--- src/design/path_cfg_pkg.sv ---
/*
  Constants shared by the path configuration register bank.
  Assumes an 8-bit register port with byte offsets in a 7-bit address space.
*/
package path_cfg_pkg;

  // ----------------------------------------------------------------
  // Register offsets
  // ----------------------------------------------------------------
  localparam logic [6:0] ADDR_AUX_FREQ = 7'h64;
  localparam logic [6:0] ADDR_MAIN_FREQ = 7'h65;
  localparam logic [6:0] ADDR_AUX_BW = 7'h66;
  localparam logic [6:0] ADDR_MAIN_LOCKED_BW = 7'h67;
  localparam logic [6:0] ADDR_MAIN_ACQ_BW = 7'h69;
  localparam logic [6:0] ADDR_AUX_DAMP = 7'h6A;
  localparam logic [6:0] ADDR_MAIN_DAMP = 7'h6B;

  // ----------------------------------------------------------------
  // Reset values
  // ----------------------------------------------------------------
  localparam logic [7:0] RST_AUX_FREQ = 8'h01;
  localparam logic [7:0] RST_MAIN_FREQ = 8'h00;
  localparam logic [7:0] RST_AUX_BW = 8'h00;
  localparam logic [7:0] RST_MAIN_LOCKED_BW = 8'h0B;
  localparam logic [7:0] RST_MAIN_ACQ_BW = 8'h0F;
  localparam logic [7:0] RST_AUX_DAMP = 8'h13;
  localparam logic [7:0] RST_MAIN_DAMP = 8'h13;

  // ----------------------------------------------------------------
  // Writable masks (unused bits read zero)
  // ----------------------------------------------------------------
  localparam logic [7:0] MASK_AUX_FREQ = 8'h77;
  localparam logic [7:0] MASK_MAIN_FREQ = 8'hF7;
  localparam logic [7:0] MASK_AUX_BW = 8'h03;
  localparam logic [7:0] MASK_BW5 = 8'h1F;
  localparam logic [7:0] MASK_DAMP = 8'h77;

  // ----------------------------------------------------------------
  // Field positions
  // ----------------------------------------------------------------
  localparam int AUX_SQUELCH_BIT = 6;
  localparam int DUTY_BIT = 5;
  localparam int BITS_STD_BIT = 4;
  localparam int MEASURE_BIT = 7;
  localparam int APLL_SRC_BIT = 6;

  // ----------------------------------------------------------------
  // Codes
  // ----------------------------------------------------------------
  localparam logic [2:0] AUX_RATE_OFF = 3'h0;
  localparam logic [2:0] MAIN_RATE_ANALOG = 3'h1;
  localparam logic [2:0] MAIN_RATE_LAST = 3'h5;
  localparam logic [1:0] AUX_BW_UNUSED = 2'h3;
  localparam logic [4:0] BW5_LAST = 5'h11;
  localparam logic [2:0] DAMP_FIRST = 3'h1;
  localparam logic [2:0] DAMP_LAST = 3'h5;

  // Generated rate selections seen by the synthesisers
  typedef enum logic [3:0] {
    RATE_OFF, RATE_OCN, RATE_12E1, RATE_16E1, RATE_24DS1, RATE_16DS1,
    RATE_E3, RATE_DS3, RATE_NONE
  } rate_e;

endpackage

--- src/design/path_cfg_if.sv ---
/*
  Register write strobe bundle passed from the bank to the code checker.
  Assumes both sides run on the same clock.
*/
`timescale 1ns/1ps
interface path_cfg_if;
  logic [6:0] addr;
  logic [7:0] data;
  logic legal;
  modport bank (output addr, output data, input legal);
  modport check (input addr, input data, output legal);
endinterface

--- src/design/path_code_check.sv ---
/*
  Judges whether a written code uses only defined field values.
  Assumes a combinational answer is taken in the same cycle as the write.
*/
`timescale 1ns/1ps
module path_code_check (
  path_cfg_if.check wr
);

  // ----------------------------------------------------------------
  // Field legality per register
  // ----------------------------------------------------------------
  function automatic logic damp_ok(input logic [2:0] c);
    damp_ok = (c >= path_cfg_pkg::DAMP_FIRST) && (c <= path_cfg_pkg::DAMP_LAST);
  endfunction

  // Unused codes are flagged, not blocked
  always_comb begin
    case (wr.addr)
      path_cfg_pkg::ADDR_MAIN_FREQ: wr.legal = wr.data[2:0] <= path_cfg_pkg::MAIN_RATE_LAST;
      path_cfg_pkg::ADDR_AUX_BW: wr.legal = wr.data[1:0] != path_cfg_pkg::AUX_BW_UNUSED;
      path_cfg_pkg::ADDR_MAIN_LOCKED_BW,
      path_cfg_pkg::ADDR_MAIN_ACQ_BW: wr.legal = wr.data[4:0] <= path_cfg_pkg::BW5_LAST;
      path_cfg_pkg::ADDR_AUX_DAMP,
      path_cfg_pkg::ADDR_MAIN_DAMP: wr.legal = damp_ok(wr.data[2:0]);
      default: wr.legal = 1'b1;
    endcase
  end

endmodule

--- src/design/path_cfg_regs.sv ---
/*
  Configuration register bank for the main and auxiliary timing paths.
  Assumes an 8-bit microprocessor port synchronous to CLOCK; status inputs
  from the loops and the standard pin arrive asynchronously.
*/
// Contract
// - Aux input fail squelches composite and BITS
// - Duty bit picks 50:50 or 5:8
// - BITS standard bit: 0 SDH, 1 SONET
// - BITS bit obeyed only when global select clear
// - BITS bit resets from standard pin
// - Aux rate code 000 squelches aux loop
// - Aux rate codes map to synth rates
// - Phase measure disables aux loop
// - Aux synth source: aux or main loop
// - Main-fed aux synth rate from 2-bit field
// - Aux bandwidth 18/35/70 Hz, 11 unused
// - Main bandwidth fields share 18-step code
// - Aux damping codes 001-101, others unused
// - Damping fields reset to code 011
// - Low-rate analog gain field stored
// - Main damping codes 001-101, others unused
`timescale 1ns/1ps
module path_cfg_regs (
  input wire logic CLOCK,
  input wire logic RESET,
  input wire logic [6:0] ADDR,
  input wire logic [7:0] WDATA,
  input wire logic WRITE,
  input wire logic READ,
  output logic [7:0] RDATA,
  output logic RVALID,
  output logic BAD_CODE,
  input wire logic STANDARD_SELECT_PIN,
  input wire logic GLOBAL_SONET,
  input wire logic GLOBAL_OVERRIDE,
  input wire logic AUX_INPUTS_FAILED,
  input wire logic MAIN_PHASE_LOCKED,
  input wire logic BW_AUTO_SWITCH,
  input wire logic COMPOSITE_ENABLE,
  input wire logic BITS_ENABLE,
  output logic COMPOSITE_CLOCK_OUTPUT_EN,
  output logic BITS_CLOCK_OUTPUT_EN,
  output logic COMPOSITE_DUTY_5_8,
  output logic BITS_SONET,
  output logic AUX_DPLL_RUN,
  output logic AUX_PHASE_MEASURE,
  output logic AUX_APLL_FROM_MAIN,
  output logic [3:0] AUX_APLL_RATE,
  output logic [3:0] MAIN_APLL_RATE,
  output logic MAIN_ANALOG_FEEDBACK,
  output logic [1:0] AUX_BANDWIDTH,
  output logic [4:0] MAIN_BANDWIDTH,
  output logic [2:0] AUX_DAMPING,
  output logic [2:0] MAIN_DAMPING,
  output logic [2:0] AUX_LOWRATE_GAIN,
  output logic [2:0] MAIN_LOWRATE_GAIN
);

  // ----------------------------------------------------------------
  // Input synchronisers
  // ----------------------------------------------------------------
  logic [7:0] meta_q;
  logic [7:0] sync_q;
  logic pin_q, global_sonet_q, override_q, aux_fail_q, locked_q, auto_q, comp_en_q, bits_en_q;
  logic strap_pending_q;

  // Two flops on each asynchronous level, all pins in one group
  always_ff @(posedge CLOCK) begin
    meta_q <= {STANDARD_SELECT_PIN, GLOBAL_SONET, GLOBAL_OVERRIDE, AUX_INPUTS_FAILED,
               MAIN_PHASE_LOCKED, BW_AUTO_SWITCH, COMPOSITE_ENABLE, BITS_ENABLE};
    sync_q <= meta_q;
  end

  // Names for the synchronised levels
  assign pin_q = sync_q[7];
  assign global_sonet_q = sync_q[6];
  assign override_q = sync_q[5];
  assign aux_fail_q = sync_q[4];
  assign locked_q = sync_q[3];
  assign auto_q = sync_q[2];
  assign comp_en_q = sync_q[1];
  assign bits_en_q = sync_q[0];

  // ----------------------------------------------------------------
  // Register storage
  // ----------------------------------------------------------------
  logic [7:0] aux_freq_q;
  logic [7:0] main_freq_q;
  logic [7:0] aux_bw_q;
  logic [7:0] main_locked_bw_q;
  logic [7:0] main_acq_bw_q;
  logic [7:0] aux_damp_q;
  logic [7:0] main_damp_q;

  path_cfg_if wr_if ();

  assign wr_if.addr = ADDR;
  assign wr_if.data = WDATA;

  path_code_check u_check (
    .wr(wr_if)
  );

  // Strap catch waits until the pin has crossed both flops
  logic [1:0] strap_cnt_q;
  always_ff @(posedge CLOCK) begin
    if (RESET) begin
      strap_cnt_q <= 2'h0;
      strap_pending_q <= 1'b1;
    end else if (strap_pending_q) begin
      strap_cnt_q <= strap_cnt_q + 2'h1;
      if (strap_cnt_q == 2'h2) begin
        strap_pending_q <= 1'b0;
      end
    end
  end

  // Aux path frequency register
  always_ff @(posedge CLOCK) begin
    if (RESET) begin
      aux_freq_q <= path_cfg_pkg::RST_AUX_FREQ;
    end else if (WRITE && ADDR == path_cfg_pkg::ADDR_AUX_FREQ) begin
      aux_freq_q <= WDATA & path_cfg_pkg::MASK_AUX_FREQ;
    end else if (strap_pending_q && strap_cnt_q == 2'h2) begin
      aux_freq_q[path_cfg_pkg::BITS_STD_BIT] <= pin_q;
    end
  end

  // Main path frequency register
  always_ff @(posedge CLOCK) begin
    if (RESET) begin
      main_freq_q <= path_cfg_pkg::RST_MAIN_FREQ;
    end else if (WRITE && ADDR == path_cfg_pkg::ADDR_MAIN_FREQ) begin
      main_freq_q <= WDATA & path_cfg_pkg::MASK_MAIN_FREQ;
    end
  end

  // Bandwidth registers
  always_ff @(posedge CLOCK) begin
    if (RESET) begin
      aux_bw_q <= path_cfg_pkg::RST_AUX_BW;
      main_locked_bw_q <= path_cfg_pkg::RST_MAIN_LOCKED_BW;
      main_acq_bw_q <= path_cfg_pkg::RST_MAIN_ACQ_BW;
    end else if (WRITE) begin
      if (ADDR == path_cfg_pkg::ADDR_AUX_BW) begin
        aux_bw_q <= WDATA & path_cfg_pkg::MASK_AUX_BW;
      end
      if (ADDR == path_cfg_pkg::ADDR_MAIN_LOCKED_BW) begin
        main_locked_bw_q <= WDATA & path_cfg_pkg::MASK_BW5;
      end
      if (ADDR == path_cfg_pkg::ADDR_MAIN_ACQ_BW) begin
        main_acq_bw_q <= WDATA & path_cfg_pkg::MASK_BW5;
      end
    end
  end

  // Damping and low-rate gain registers
  always_ff @(posedge CLOCK) begin
    if (RESET) begin
      aux_damp_q <= path_cfg_pkg::RST_AUX_DAMP;
      main_damp_q <= path_cfg_pkg::RST_MAIN_DAMP;
    end else if (WRITE) begin
      if (ADDR == path_cfg_pkg::ADDR_AUX_DAMP) begin
        aux_damp_q <= WDATA & path_cfg_pkg::MASK_DAMP;
      end
      if (ADDR == path_cfg_pkg::ADDR_MAIN_DAMP) begin
        main_damp_q <= WDATA & path_cfg_pkg::MASK_DAMP;
      end
    end
  end

  // Sticky flag for a write that used an unused code; a read of the main frequency offset clears it
  always_ff @(posedge CLOCK) begin
    if (RESET) begin
      BAD_CODE <= 1'b0;
    end else if (WRITE && !wr_if.legal) begin
      BAD_CODE <= 1'b1;
    end else if (READ && ADDR == path_cfg_pkg::ADDR_MAIN_FREQ) begin
      BAD_CODE <= 1'b0;
    end
  end

  // ----------------------------------------------------------------
  // Read port
  // ----------------------------------------------------------------
  // One-cycle registered read; unmapped offsets read zero
  always_ff @(posedge CLOCK) begin
    if (RESET) begin
      RDATA <= 8'h00;
      RVALID <= 1'b0;
    end else begin
      RVALID <= READ;
      if (READ) begin
        case (ADDR)
          path_cfg_pkg::ADDR_AUX_FREQ: RDATA <= aux_freq_q;
          path_cfg_pkg::ADDR_MAIN_FREQ: RDATA <= main_freq_q;
          path_cfg_pkg::ADDR_AUX_BW: RDATA <= aux_bw_q;
          path_cfg_pkg::ADDR_MAIN_LOCKED_BW: RDATA <= main_locked_bw_q;
          path_cfg_pkg::ADDR_MAIN_ACQ_BW: RDATA <= main_acq_bw_q;
          path_cfg_pkg::ADDR_AUX_DAMP: RDATA <= aux_damp_q;
          path_cfg_pkg::ADDR_MAIN_DAMP: RDATA <= main_damp_q;
          default: RDATA <= 8'h00;
        endcase
      end
    end
  end

  // ----------------------------------------------------------------
  // Rate decoding
  // ----------------------------------------------------------------
  function automatic path_cfg_pkg::rate_e aux_rate(input logic [2:0] c);
    case (c)
      3'h0: aux_rate = path_cfg_pkg::RATE_OFF;
      3'h1: aux_rate = path_cfg_pkg::RATE_OCN;
      3'h2: aux_rate = path_cfg_pkg::RATE_12E1;
      3'h3: aux_rate = path_cfg_pkg::RATE_16E1;
      3'h4: aux_rate = path_cfg_pkg::RATE_24DS1;
      3'h5: aux_rate = path_cfg_pkg::RATE_16DS1;
      3'h6: aux_rate = path_cfg_pkg::RATE_E3;
      default: aux_rate = path_cfg_pkg::RATE_DS3;
    endcase
  endfunction

  function automatic path_cfg_pkg::rate_e main_rate(input logic [2:0] c);
    case (c)
      3'h0, 3'h1: main_rate = path_cfg_pkg::RATE_OCN;
      3'h2: main_rate = path_cfg_pkg::RATE_12E1;
      3'h3: main_rate = path_cfg_pkg::RATE_16E1;
      3'h4: main_rate = path_cfg_pkg::RATE_24DS1;
      3'h5: main_rate = path_cfg_pkg::RATE_16DS1;
      default: main_rate = path_cfg_pkg::RATE_NONE;
    endcase
  endfunction

  logic measure;
  logic from_main;
  logic aux_run;
  assign measure = main_freq_q[path_cfg_pkg::MEASURE_BIT];
  assign from_main = main_freq_q[path_cfg_pkg::APLL_SRC_BIT];
  assign aux_run = (aux_freq_q[2:0] != path_cfg_pkg::AUX_RATE_OFF) && !measure;

  // Aux path controls
  always_ff @(posedge CLOCK) begin
    if (RESET) begin
      AUX_DPLL_RUN <= 1'b0;
      AUX_PHASE_MEASURE <= 1'b0;
      AUX_APLL_FROM_MAIN <= 1'b0;
      AUX_APLL_RATE <= path_cfg_pkg::RATE_OFF;
    end else begin
      AUX_DPLL_RUN <= aux_run;
      AUX_PHASE_MEASURE <= measure;
      AUX_APLL_FROM_MAIN <= from_main;
      if (from_main) begin
        AUX_APLL_RATE <= main_rate({1'b0, main_freq_q[5:4]} + 3'h2);
      end else begin
        AUX_APLL_RATE <= aux_rate(aux_freq_q[2:0]);
      end
    end
  end

  // Main path rate and feedback
  always_ff @(posedge CLOCK) begin
    if (RESET) begin
      MAIN_APLL_RATE <= path_cfg_pkg::RATE_OCN;
      MAIN_ANALOG_FEEDBACK <= 1'b0;
    end else begin
      MAIN_APLL_RATE <= main_rate(main_freq_q[2:0]);
      MAIN_ANALOG_FEEDBACK <= main_freq_q[2:0] == path_cfg_pkg::MAIN_RATE_ANALOG;
    end
  end

  // Loop filter settings
  always_ff @(posedge CLOCK) begin
    if (RESET) begin
      AUX_BANDWIDTH <= path_cfg_pkg::RST_AUX_BW[1:0];
      MAIN_BANDWIDTH <= path_cfg_pkg::RST_MAIN_LOCKED_BW[4:0];
      AUX_DAMPING <= path_cfg_pkg::RST_AUX_DAMP[2:0];
      MAIN_DAMPING <= path_cfg_pkg::RST_MAIN_DAMP[2:0];
      AUX_LOWRATE_GAIN <= path_cfg_pkg::RST_AUX_DAMP[6:4];
      MAIN_LOWRATE_GAIN <= path_cfg_pkg::RST_MAIN_DAMP[6:4];
    end else begin
      AUX_BANDWIDTH <= aux_bw_q[1:0];
      MAIN_BANDWIDTH <= (auto_q && !locked_q) ? main_acq_bw_q[4:0] : main_locked_bw_q[4:0];
      AUX_DAMPING <= aux_damp_q[2:0];
      MAIN_DAMPING <= main_damp_q[2:0];
      AUX_LOWRATE_GAIN <= aux_damp_q[6:4];
      MAIN_LOWRATE_GAIN <= main_damp_q[6:4];
    end
  end

  // ----------------------------------------------------------------
  // Output stage controls
  // ----------------------------------------------------------------
  logic squelch;
  assign squelch = aux_freq_q[path_cfg_pkg::AUX_SQUELCH_BIT] && aux_fail_q;

  // Registered enables, duty and standard select for the output stage
  always_ff @(posedge CLOCK) begin
    if (RESET) begin
      COMPOSITE_CLOCK_OUTPUT_EN <= 1'b0;
      BITS_CLOCK_OUTPUT_EN <= 1'b0;
      COMPOSITE_DUTY_5_8 <= 1'b0;
      BITS_SONET <= 1'b0;
    end else begin
      COMPOSITE_CLOCK_OUTPUT_EN <= comp_en_q && !squelch;
      BITS_CLOCK_OUTPUT_EN <= bits_en_q && !squelch;
      COMPOSITE_DUTY_5_8 <= aux_freq_q[path_cfg_pkg::DUTY_BIT];
      BITS_SONET <= override_q ? global_sonet_q : aux_freq_q[path_cfg_pkg::BITS_STD_BIT];
    end
  end

endmodule

--- config.mk ---
export PLATFORM = sky130hd
export DESIGN_NAME = path_cfg_regs
export DESIGN_NICKNAME = d
export VERILOG_FILES = /design/src/design/path_cfg_pkg.sv /design/src/design/path_cfg_if.sv /design/src/design/path_code_check.sv /design/src/design/path_cfg_regs.sv
export SDC_FILE = /design/constraint.sdc
export NUM_CORES = 1
export LEC_CHECK = 0
export BUFFER_PORTS_ARGS = -buffer_cell sky130_fd_sc_hd__buf_2
export CAP_MARGIN = 0
export CORE_ASPECT_RATIO = 1.5
export CORE_MARGIN = 4
export CORE_UTILIZATION = 55
export CTS_CLUSTER_DIAMETER = 80
export DETAILED_ROUTE_END_ITERATION = 8
export PLACE_DENSITY = 0.79
export SLEW_MARGIN = 40
export SYNTH_ARGS = -nofsm -noshare
export SYNTH_HDL_FRONTEND = slang
export SYNTH_SLANG_ARGS = --single-unit
--- constraint.sdc ---
create_clock -name CLOCK -period 4 [get_ports CLOCK]
set_input_delay 0.8 -clock CLOCK [delete_from_list [all_inputs] [get_ports CLOCK]]
set_output_delay 0.8 -clock CLOCK [all_outputs]
set_load 0.1 [all_outputs]
======== Word-level counts from Yosys, hierarchy flattened ========
Cells that the tools add are included.
storage, ports and cells
  flip-flop bits (word level) ............. 101
  latch bits .............................. 0
  bits in writable memories ............... 0
  ROM bits ................................ 0
  bits of input ports ..................... 27
  output and inout bits ................... 45
  logic and storage cells ................. 105
  memories ................................ 0
cells by class
  add/subtract/negate cells ............... 2
  $mul .................................... 0
  divide/modulo/power cells ............... 0
  magnitude comparators ................... 3
  equal/unequal tests ..................... 25
  shift-type cells ........................ 0
  multiplexer cells ....................... 14
  bitwise gates (word level) .............. 0
  reduce and logical (&&, ||, !) cells .... 30
operator list
  cell                 number
  $pmux 8 s7           1
  $eq 7x7->1 const B   7
  $pmux 4 s5           2
  $eq 3x3->1 const B   7
  $pmux 3 s7           1
  $eq 3x2->1 const B   6
  $logic_and 1x1->1    11
  $reduce_and 2->1     5
  $eq 3x1->1 const B   3
  $logic_not 3->1      3
  $reduce_or 2->1      4
  $mux 1               7
  $le 5x5->1 const B   1
  $mux 5               1
  $logic_not 1->1      4
  $mux 4               1
  $pmux 1 s4           1
  $reduce_bool 2->1    2
  $add 2x2->3 const B  1
  $ge 3x1->1 const B   1
  $le 3x3->1 const B   1
  $reduce_bool 3->1    1
  $add 2x1->2 const B  1
  $eq 2x2->1 const B   1
  $ne 2x2->1 const B   1

======== Longest topological paths before layout ========
Gate-level depths: netlist of run 1.
  word-level depth ........................ 6
  mapped depth ............................ 6

======== By module ========
From an unflattened synthesis of run 1, not the netlist that was laid out.
unflattened totals
  cell total of the unflattened synthesis .. 353
  area total of the unflattened synthesis .. 3,662.3 µm²
by module, submodules not included
  module           times used  cells each  area each (µm²)  seq. area each (µm²)
  path_cfg_regs    1           338         3,572.2          2,021.9
  path_code_check  1           15          90.1             0.0

======== Least setup slack after synthesis of run 1 ========
OpenSTA, ideal clock, no wires.
  path kind ............................... input -> register
  from .................................... in ADDR[0]
  to ...................................... reg main_freq_q[1]
  library setup time ...................... 0.128 ns
  data arrival time ....................... 1.939 ns
  required time ........................... 3.872 ns
  setup slack ............................. 1.934 ns
  stages .................................. 6
  path buffers ............................ 3
  cell sequence ........................... buf_2 > buf_2 > buf_2 > nand4b_1 > mux2i_1 > nor2_1
on the way
  cells in the longest elaborated chain, start to end .. 2
RTL lines
  element               RTL line              source
  start, declared       path_cfg_regs.sv:27   input wire logic [6:0] ADDR,
  $eq 7x7->1            path_cfg_regs.sv:134  end else if (WRITE && ADDR == path_cfg_pkg::ADDR_MAIN_FREQ) begin
  $logic_and 1x1->1     path_cfg_regs.sv:134
  end signal, assigned  path_cfg_regs.sv:133  main_freq_q <= path_cfg_pkg::RST_MAIN_FREQ;
  end signal, assigned  path_cfg_regs.sv:135  main_freq_q <= WDATA & path_cfg_pkg::MASK_MAIN_FREQ;
  end, declared         path_cfg_regs.sv:89   logic [7:0] main_freq_q;
Every way passes these cells.
A chain may end at the register's enable or synchronous reset.

======== Worst setup path in the final report of run 1 ========
  from .................................... in ADDR[2]
  to ...................................... reg main_freq_q[2]
The elaborated chain is that of the path after synthesis.

==> results of run 1 <==
## synthesized netlist by cell type, types with 5 or more instances
cell type | instances | share of area
nand3_1 | 8 | 0.011
nand2_1 | 13 | 0.013
nor3_1 | 6 | 0.0081
dfxtp_1 | 101 | 0.54
a211o_1 | 18 | 0.042
or2_2 | 7 | 0.012
a221oi_1 | 5 | 0.012
clkbuf_1 | 14 | 0.014
nor2b_1 | 26 | 0.044
inv_1 | 13 | 0.013
a21oi_1 | 9 | 0.012
mux2i_1 | 30 | 0.081
o21ai_0 | 5 | 0.0067
nor2_1 | 41 | 0.041
buf_2 | 5 | 0.0067
## power by group
part | switching, W | internal (W) | total (W)
clock network | 0.000328 | 0.000285 | 0.000614
registers | 0.0000160 | 0.00104 | 0.00105
logic | 0.000122 | 0.0000554 | 0.000177
## area by class of cell
type,instances,area [sq um],share of cell area
Timing Repair Buffer,73,370.4,0.08607
Multi-Input combinational cell,227,1579,0.3670
Clock inverter,6,63.81,0.01483
Sequential cell,101,2022,0.4699
Clock buffer,9,123.9,0.02879
Inverter,13,48.80,0.01134
Tap cell,76,95.09,0.02210
## cells by family (layout without fill, tap and decap cells)
| logic type | Yosys count | after routing | share of synthesized area |
|---|---|---|---|
| other | 1 | 1 | 0.001006 |
| adders and majority gates | 1 | 1 | 0.003356 |
| DFF | 101 | 101 | 0.5425 |
| buffers and inverters | 32 | 101 | 0.03390 |
| xor gates and xnor gates | 1 | 1 | 0.002350 |
| and+or+nand+nor | 132 | 132 | 0.2014 |
| muxes | 35 | 35 | 0.09869 |
| AOI/OAI and AO/OA | 57 | 57 | 0.1168 |
## stage by stage
step	power (W)	utilization	area [sq um]
after floorplan	0.001204	-	3727
final	0.001842	0.6588	4303
after global routing	0.001915	0.6588	4303
after global placement	0.001247	0.6301	4115
after CTS	0.001854	0.6588	4303
after detailed placement	0.001252	0.6301	4115
## registers in the layout (all words and copies together) (netlist names), 3 cells and up
register           flops
aux_damp_q             6
main_locked_bw_q       5
meta_q                 8
AUX_LOWRATE_GAIN       3
main_acq_bw_q          5
AUX_DAMPING            3
aux_freq_q             6
AUX_APLL_RATE          4
MAIN_APLL_RATE         4
main_freq_q            7
RDATA                  8
main_damp_q            6
sync_q                 8
MAIN_BANDWIDTH         5
MAIN_LOWRATE_GAIN      3
MAIN_DAMPING           3
## how the worst max path moves through the flow
stage | to | slack, ns | start
finish | main_freq_q[2]$_SDFFE_PP0P_ | 1.74 | ADDR[2]
global route | main_freq_q[1]$_SDFFE_PP0P_ | 1.60 | ADDR[2]
CTS | main_freq_q[2]$_SDFFE_PP0P_ | 1.77 | ADDR[2]
detailed placement | main_freq_q[1]$_SDFFE_PP0P_ | 1.38 | ADDR[2]
global placement | main_freq_q[4]$_SDFFE_PP0P_ | 1.52 | ADDR[2]
floorplan | main_freq_q[1]$_SDFFE_PP0P_ | 1.93 | ADDR[0]
## critical path, stage by stage
cell and delay, ns:
buf_2 0.17, nor2b_1 0.65, nand4b_1 0.52, mux2i_1 0.30, nor2_1 0.06
## per-layer routing
metal	GRT usage	up-vias	share of wire
li1	-	1390	-
met1	0.2535	1361	0.41
met2	0.3572	89	0.51
met3	0.03782	23	0.051
met4	0.1125	0	0.031
met5	0	-	0
## cell usage in the layout, fill, tap and decap left out, drive strengths merged, types with 8 or more instances in the layout
master / count
a211o: 18
a21oi: 9
buf: 73
clkbuf: 9
dfxtp: 101
inv: 14
mux2i: 30
nand2: 13
nand3: 8
nor2: 41
nor2b: 26
nor3: 9
==> impl_metrics.csv, run 1 <==
group,metric,value,unit
synth,ys_seq_elements,101,
setup_path,cp.required,4.25,ns
final_layout,nets,453,
detailed_routing,viasPerCell,5.669,
placed_design,dpl.hpwl,5995,microns
clocking,numCtsBuffers,9,
setup_path,rr_worst_depth,3,
global_route,grt_pass1_vias,2764,
floorplanning,core,6531,sq um
placed_design,gp_congestion,0.9347,
setup_path,rr_endpoint,"RDATA[0]$_SDFFE_PP0P_",
setup_path,rrSetupSlack,2.56,ns
clocking,cts.path.max_buffers,2,
final_layout,antenna_cells,0,
power_and_ir_drop,p_per_area,428.1,nW/um^2
clocking,cts.sinks,101,
synth,synth_area,3727,sq um
setup_path,worstPathArrival,2.51,ns
run,timing.max_cap.violations,0,
global_route,track_usage,0.2129,
detailed_routing,drc,0,
floorplanning,die_x,75.22,microns
final_layout,final_layout_size_suffix_gt1_frac,0.2471,
clocking,cts-root-buf,"clkbuf_8",
floorplanning,initial_core_util,0.5707,
sta,rsz0062_at_grt,"false",
global_route,grt_max_degree,47,
final_layout,num-fill-cells,534,
setup_path,path_max_fanout,11,
sta,maxSlewHeadroom,0.4851,
global_route,gr-total-overflow,0,
setup_path,reg2reg_from,"aux_freq_q[0]$_SDFFE_PP1P_",
floorplanning,design.portCount,72,
detailed_routing,totalWireLength,8192,microns
final_layout,syn_to_final_growth,15.44,%
clocking,path_clk_slew,0.08,ns
placed_design,pre_cts_ws,1.384,ns
sta,post-route-period-util,0.5642,
sta,fin_setup_tns,0,ns
synth,yosysSeqAreaShare,0.5425,
hold_path,hold_start,"meta_q[5]$_DFF_P_",
outcome,status,"finished, final reports clean",
setup_path,crit_path_end_kind,"register",
hold_path,timing.hold.worst_endpoint,"sync_q[5]$_DFF_P_",
synth,yosysUniqueCellTypes,45,
sta,tightest_slew,0.7707,ns
global_route,antenna_found_initial,0,
synth,yosysWarningCount,0,
synth,synth_fp_nets,388,
setup_path,crit_type,"in -> reg",
placed_design,portBuffers,71,
hold_path,min_path_type,"reg -> reg",
placed_design,place_inst,490,
clocking,cts_hold_repair.buffers,0,
final_layout,fin_cells,505,
hold_path,worstHoldPathCells,0,
synth,synth_edf_count,0,
power_and_ir_drop,ir_drop,0.0003271,V
detailed_routing,antenna_left,0,
floorplanning,die_h,108.8,microns
synth,postSynthAreaPerCell,10.35,sq um
clocking,cts_tree,"built",
detailed_routing,vias,2863,
sta,timing.final.ws_setup,1.743,ns
synth,synthArstFlopShare,0,
sta,hold_viol,0,
clocking,clock_latency,0.36,ns
synth,synthCells,360,
clocking,htreeDepth,3,
global_route,grt_pass1_wl,13170,microns
sta,maxSlewViolCount,0,
clocking,post_cts_buffers,0,
synth,dominantRegCellSynth,"dfxtp_1",
floorplanning,die-area,8185,sq um
detailed_routing,wl_per_cell,16.22,microns
clocking,ctsResizeCount,0,
sta,setup_viol,0,
sta,whs,0.3303,ns
sta,fin_crit,2.257,ns
floorplanning,row_count,36,
power_and_ir_drop,power_leakage,1.818,nW
setup_path,worstSetupStartpointType,"primary input",
detailed_routing,drtPass1Iterations,4,
sta,fmax,443.1,MHz
detailed_routing,drt-initial-drc-count,230,
sta,skew,0.01120,ns
Power figures use the tool's default switching activity.
==> inputs of run 2 (changes only) <==
--- a/config.mk
+++ b/config.mk
@@ -9,10 +9,10 @@
 export CAP_MARGIN = 0
 export CORE_ASPECT_RATIO = 1.5
 export CORE_MARGIN = 4
-export CORE_UTILIZATION = 55
+export CORE_UTILIZATION = 54
 export CTS_CLUSTER_DIAMETER = 80
 export DETAILED_ROUTE_END_ITERATION = 8
-export PLACE_DENSITY = 0.79
+export PLACE_DENSITY = 0.78
 export SLEW_MARGIN = 40
 export SYNTH_ARGS = -nofsm -noshare
 export SYNTH_HDL_FRONTEND = slang
==> constraint.sdc (replaced) <==
create_clock -name CLOCK -period 2.15 [get_ports CLOCK]
set_input_delay 0.43 -clock CLOCK [delete_from_list [all_inputs] [get_ports CLOCK]]
set_output_delay 0.43 -clock CLOCK [all_outputs]
set_load 0.1 [all_outputs]
==> impl_metrics.csv, run 2 (synthesis results as in run 1) <==
group,metric,value,unit
global_route,gr-total-overflow,0,
placed_design,gp_congestion,0.9300,
power_and_ir_drop,clockPowerShare,0.367,
power_and_ir_drop,p_sw_frac,0.2411,
sta,maxSlewViolCount,0,
final_layout,final_common_cell,"dfxtp_1",
setup_path,slowest_stage,"buf_2",
floorplanning,design.portCount,72,
detailed_routing,viasPerCell,5.523,
global_route,grt_max_degree,37,
detailed_routing,wl_per_cell,17.11,microns
hold_path,hold_start,"AUX_INPUTS_FAILED",
power_and_ir_drop,power_leakage,1.870,nW
sta,hold_viol,0,
power_and_ir_drop,p_sw,0.0008760,W
sta,maxSlewHeadroom,0.5549,
clocking,cts.path.max_buffers,2,
floorplanning,row_count,36,
setup_path,path_max_fanout,3,
sta,fin_setup_tns,0,ns
floorplanning,die_h,109.8,microns
final_layout,final_cell_mix,"dfxtp_1 (101), buf_2 (71), nor2_1 (41), mux2i_1 (30), nor2b_1 (26)",
setup_path,rr_worst_depth,3,
clocking,path_clk_slew,0.09,ns
sta,post-route-period-util,0.7536,
clocking,clock_latency,0.37,ns
clocking,cts-root-buf,"clkbuf_8",
outcome,status,"finished, final reports clean",
detailed_routing,antenna_left,0,
detailed_routing,totalWireLength,8745,microns
hold_path,worstHoldPathCells,1,
sta,fmax,617.2,MHz
clocking,cts_tree,"built",
detailed_routing,drc,0,
placed_design,dpl.hpwl,6334,microns
sta,tightest_slew,0.6663,ns
clocking,post_cts_buffers,0,
sta,fin_crit,1.620,ns
power_and_ir_drop,p_seq_frac,0.538,
detailed_routing,drtPass1Iterations,4,
power_and_ir_drop,finalPower,0.003634,W
final_layout,syn_to_final_growth,18.16,%
global_route,antenna_found_initial,0,
sta,skew,0.005131,ns
setup_path,crit_path_end_kind,"primary output",
global_route,track_usage,0.2284,
global_route,grt_pass1_vias,2791,
floorplanning,initial_core_util,0.5629,
placed_design,portBuffers,71,
run,timing.max_cap.violations,0,
setup_path,cp.required,1.72,ns
power_and_ir_drop,combPwrFrac,0.095,
detailed_routing,drt-initial-drc-count,132,
setup_path,rr_endpoint,"MAIN_BANDWIDTH[1]$_SDFF_PP1_",
final_layout,antenna_cells,0,
setup_path,crit_type,"reg -> out",
global_route,grt_pass1_wl,13910,microns
clocking,cts_hold_repair.buffers,0,
power_and_ir_drop,ir_drop,0.0007958,V
setup_path,worstPathArrival,1.19,ns
clocking,htreeDepth,3,
setup_path,critical-path-top-delay-family,"buffers and inverters",
power_and_ir_drop,internal-power,0.002758,W
clocking,numCtsBuffers,9,
sta,setup_viol,0,
detailed_routing,vias,2822,
setup_path,worstSetupStartpointType,"register",
hold_path,timing.hold.worst_endpoint,"meta_q[4]$_DFF_P_",
setup_path,reg2reg_from,"sync_q[2]$_DFF_P_",
setup_path,worstSetupPathDepth,1,
final_layout,top_regs,"RDATA (8), meta_q (8), sync_q (8)",
clocking,ctsResizeCount,0,
setup_path,crit_buf_inv,1,
floorplanning,core,6621,sq um
floorplanning,die-area,8323,sq um
final_layout,nets,458,
power_and_ir_drop,p_per_area,825.1,nW/um^2
setup_path,slowest_delay,0.44,ns
setup_path,critical_path.cell_chain,"buf_2",
clocking,cts.sinks,101,
setup_path,rrSetupSlack,0.78,ns
hold_path,min_path_type,"in -> reg",
sta,rsz0062_at_grt,"false",
final_layout,final_layout_size_suffix_gt1_frac,0.2529,
floorplanning,die_x,75.84,microns
[run 2: changes by cell type in the layout (fill, tap and decap cells not counted), sizes merged]
cell      before  now
clkinv         2    0
clkinvlp       2    1
inv           14   13
buf           73   78
clkbuf         9   13
bufinv         1    2
[run 2: cell type report]
cell class              instances  area [sq um]
repair buffers                 78         432.9
clock buffers                  13         158.9
flip-flops and latches        101          2022
clock inverters                 3         67.56
multi-input cells             227          1579
well taps                      76         95.09
fillers                       543          2217
inverters                      13         48.80
[run 2: power by group through the flow]
| stage | combinational [W] | sequential [W] | clock (W) |
|---|---|---|---|
| finish | 0.000344 | 0.00196 | 0.00133 |
| global route | 0.000374 | 0.00196 | 0.00144 |
| CTS | 0.000346 | 0.00196 | 0.00135 |
| detailed placement | 0.000345 | 0.00200 | 0 |
| global placement | 0.000338 | 0.00200 | 0 |
| floorplan | 0.000161 | 0.00208 | 0 |
[run 2: worst max-delay path by stage]
stage | from | end
global route | ADDR[1] | aux_damp_q[0]$_SDFFE_PP1P_
global placement | ADDR[1] | aux_damp_q[0]$_SDFFE_PP1P_
CTS | RDATA[4]$_SDFFE_PP0P_ | RDATA[4]
floorplan | ADDR[0] | main_freq_q[1]$_SDFFE_PP0P_
detailed placement | ADDR[1] | main_damp_q[4]$_SDFFE_PP1P_
finish | RDATA[4]$_SDFFE_PP0P_ | RDATA[4]
[run 2: metal layers]
metal | global-route usage | routed length, microns
met2 | 0.3915 | 4522
met4 | 0.1000 | 259
met1 | 0.2676 | 3468
met5 | 0 | 0
met3 | 0.04666 | 495
[run 2: per-stage QoR]
step | hold slack (ns) | worst slack (ns) | util | instances | area [sq um]
after floorplan | 0.3096 | 0.4537 | - | 360 | 3727
after global placement | 0.3098 | 0.2435 | 0.6310 | 495 | 4178
after detailed placement | 0.3143 | 0.1721 | 0.6310 | 495 | 4178
after CTS | 0.1455 | 0.5188 | 0.6652 | 511 | 4404
after global routing | 0.1423 | 0.4395 | 0.6652 | 511 | 4404
final | 0.1559 | 0.5297 | 0.6652 | 511 | 4404
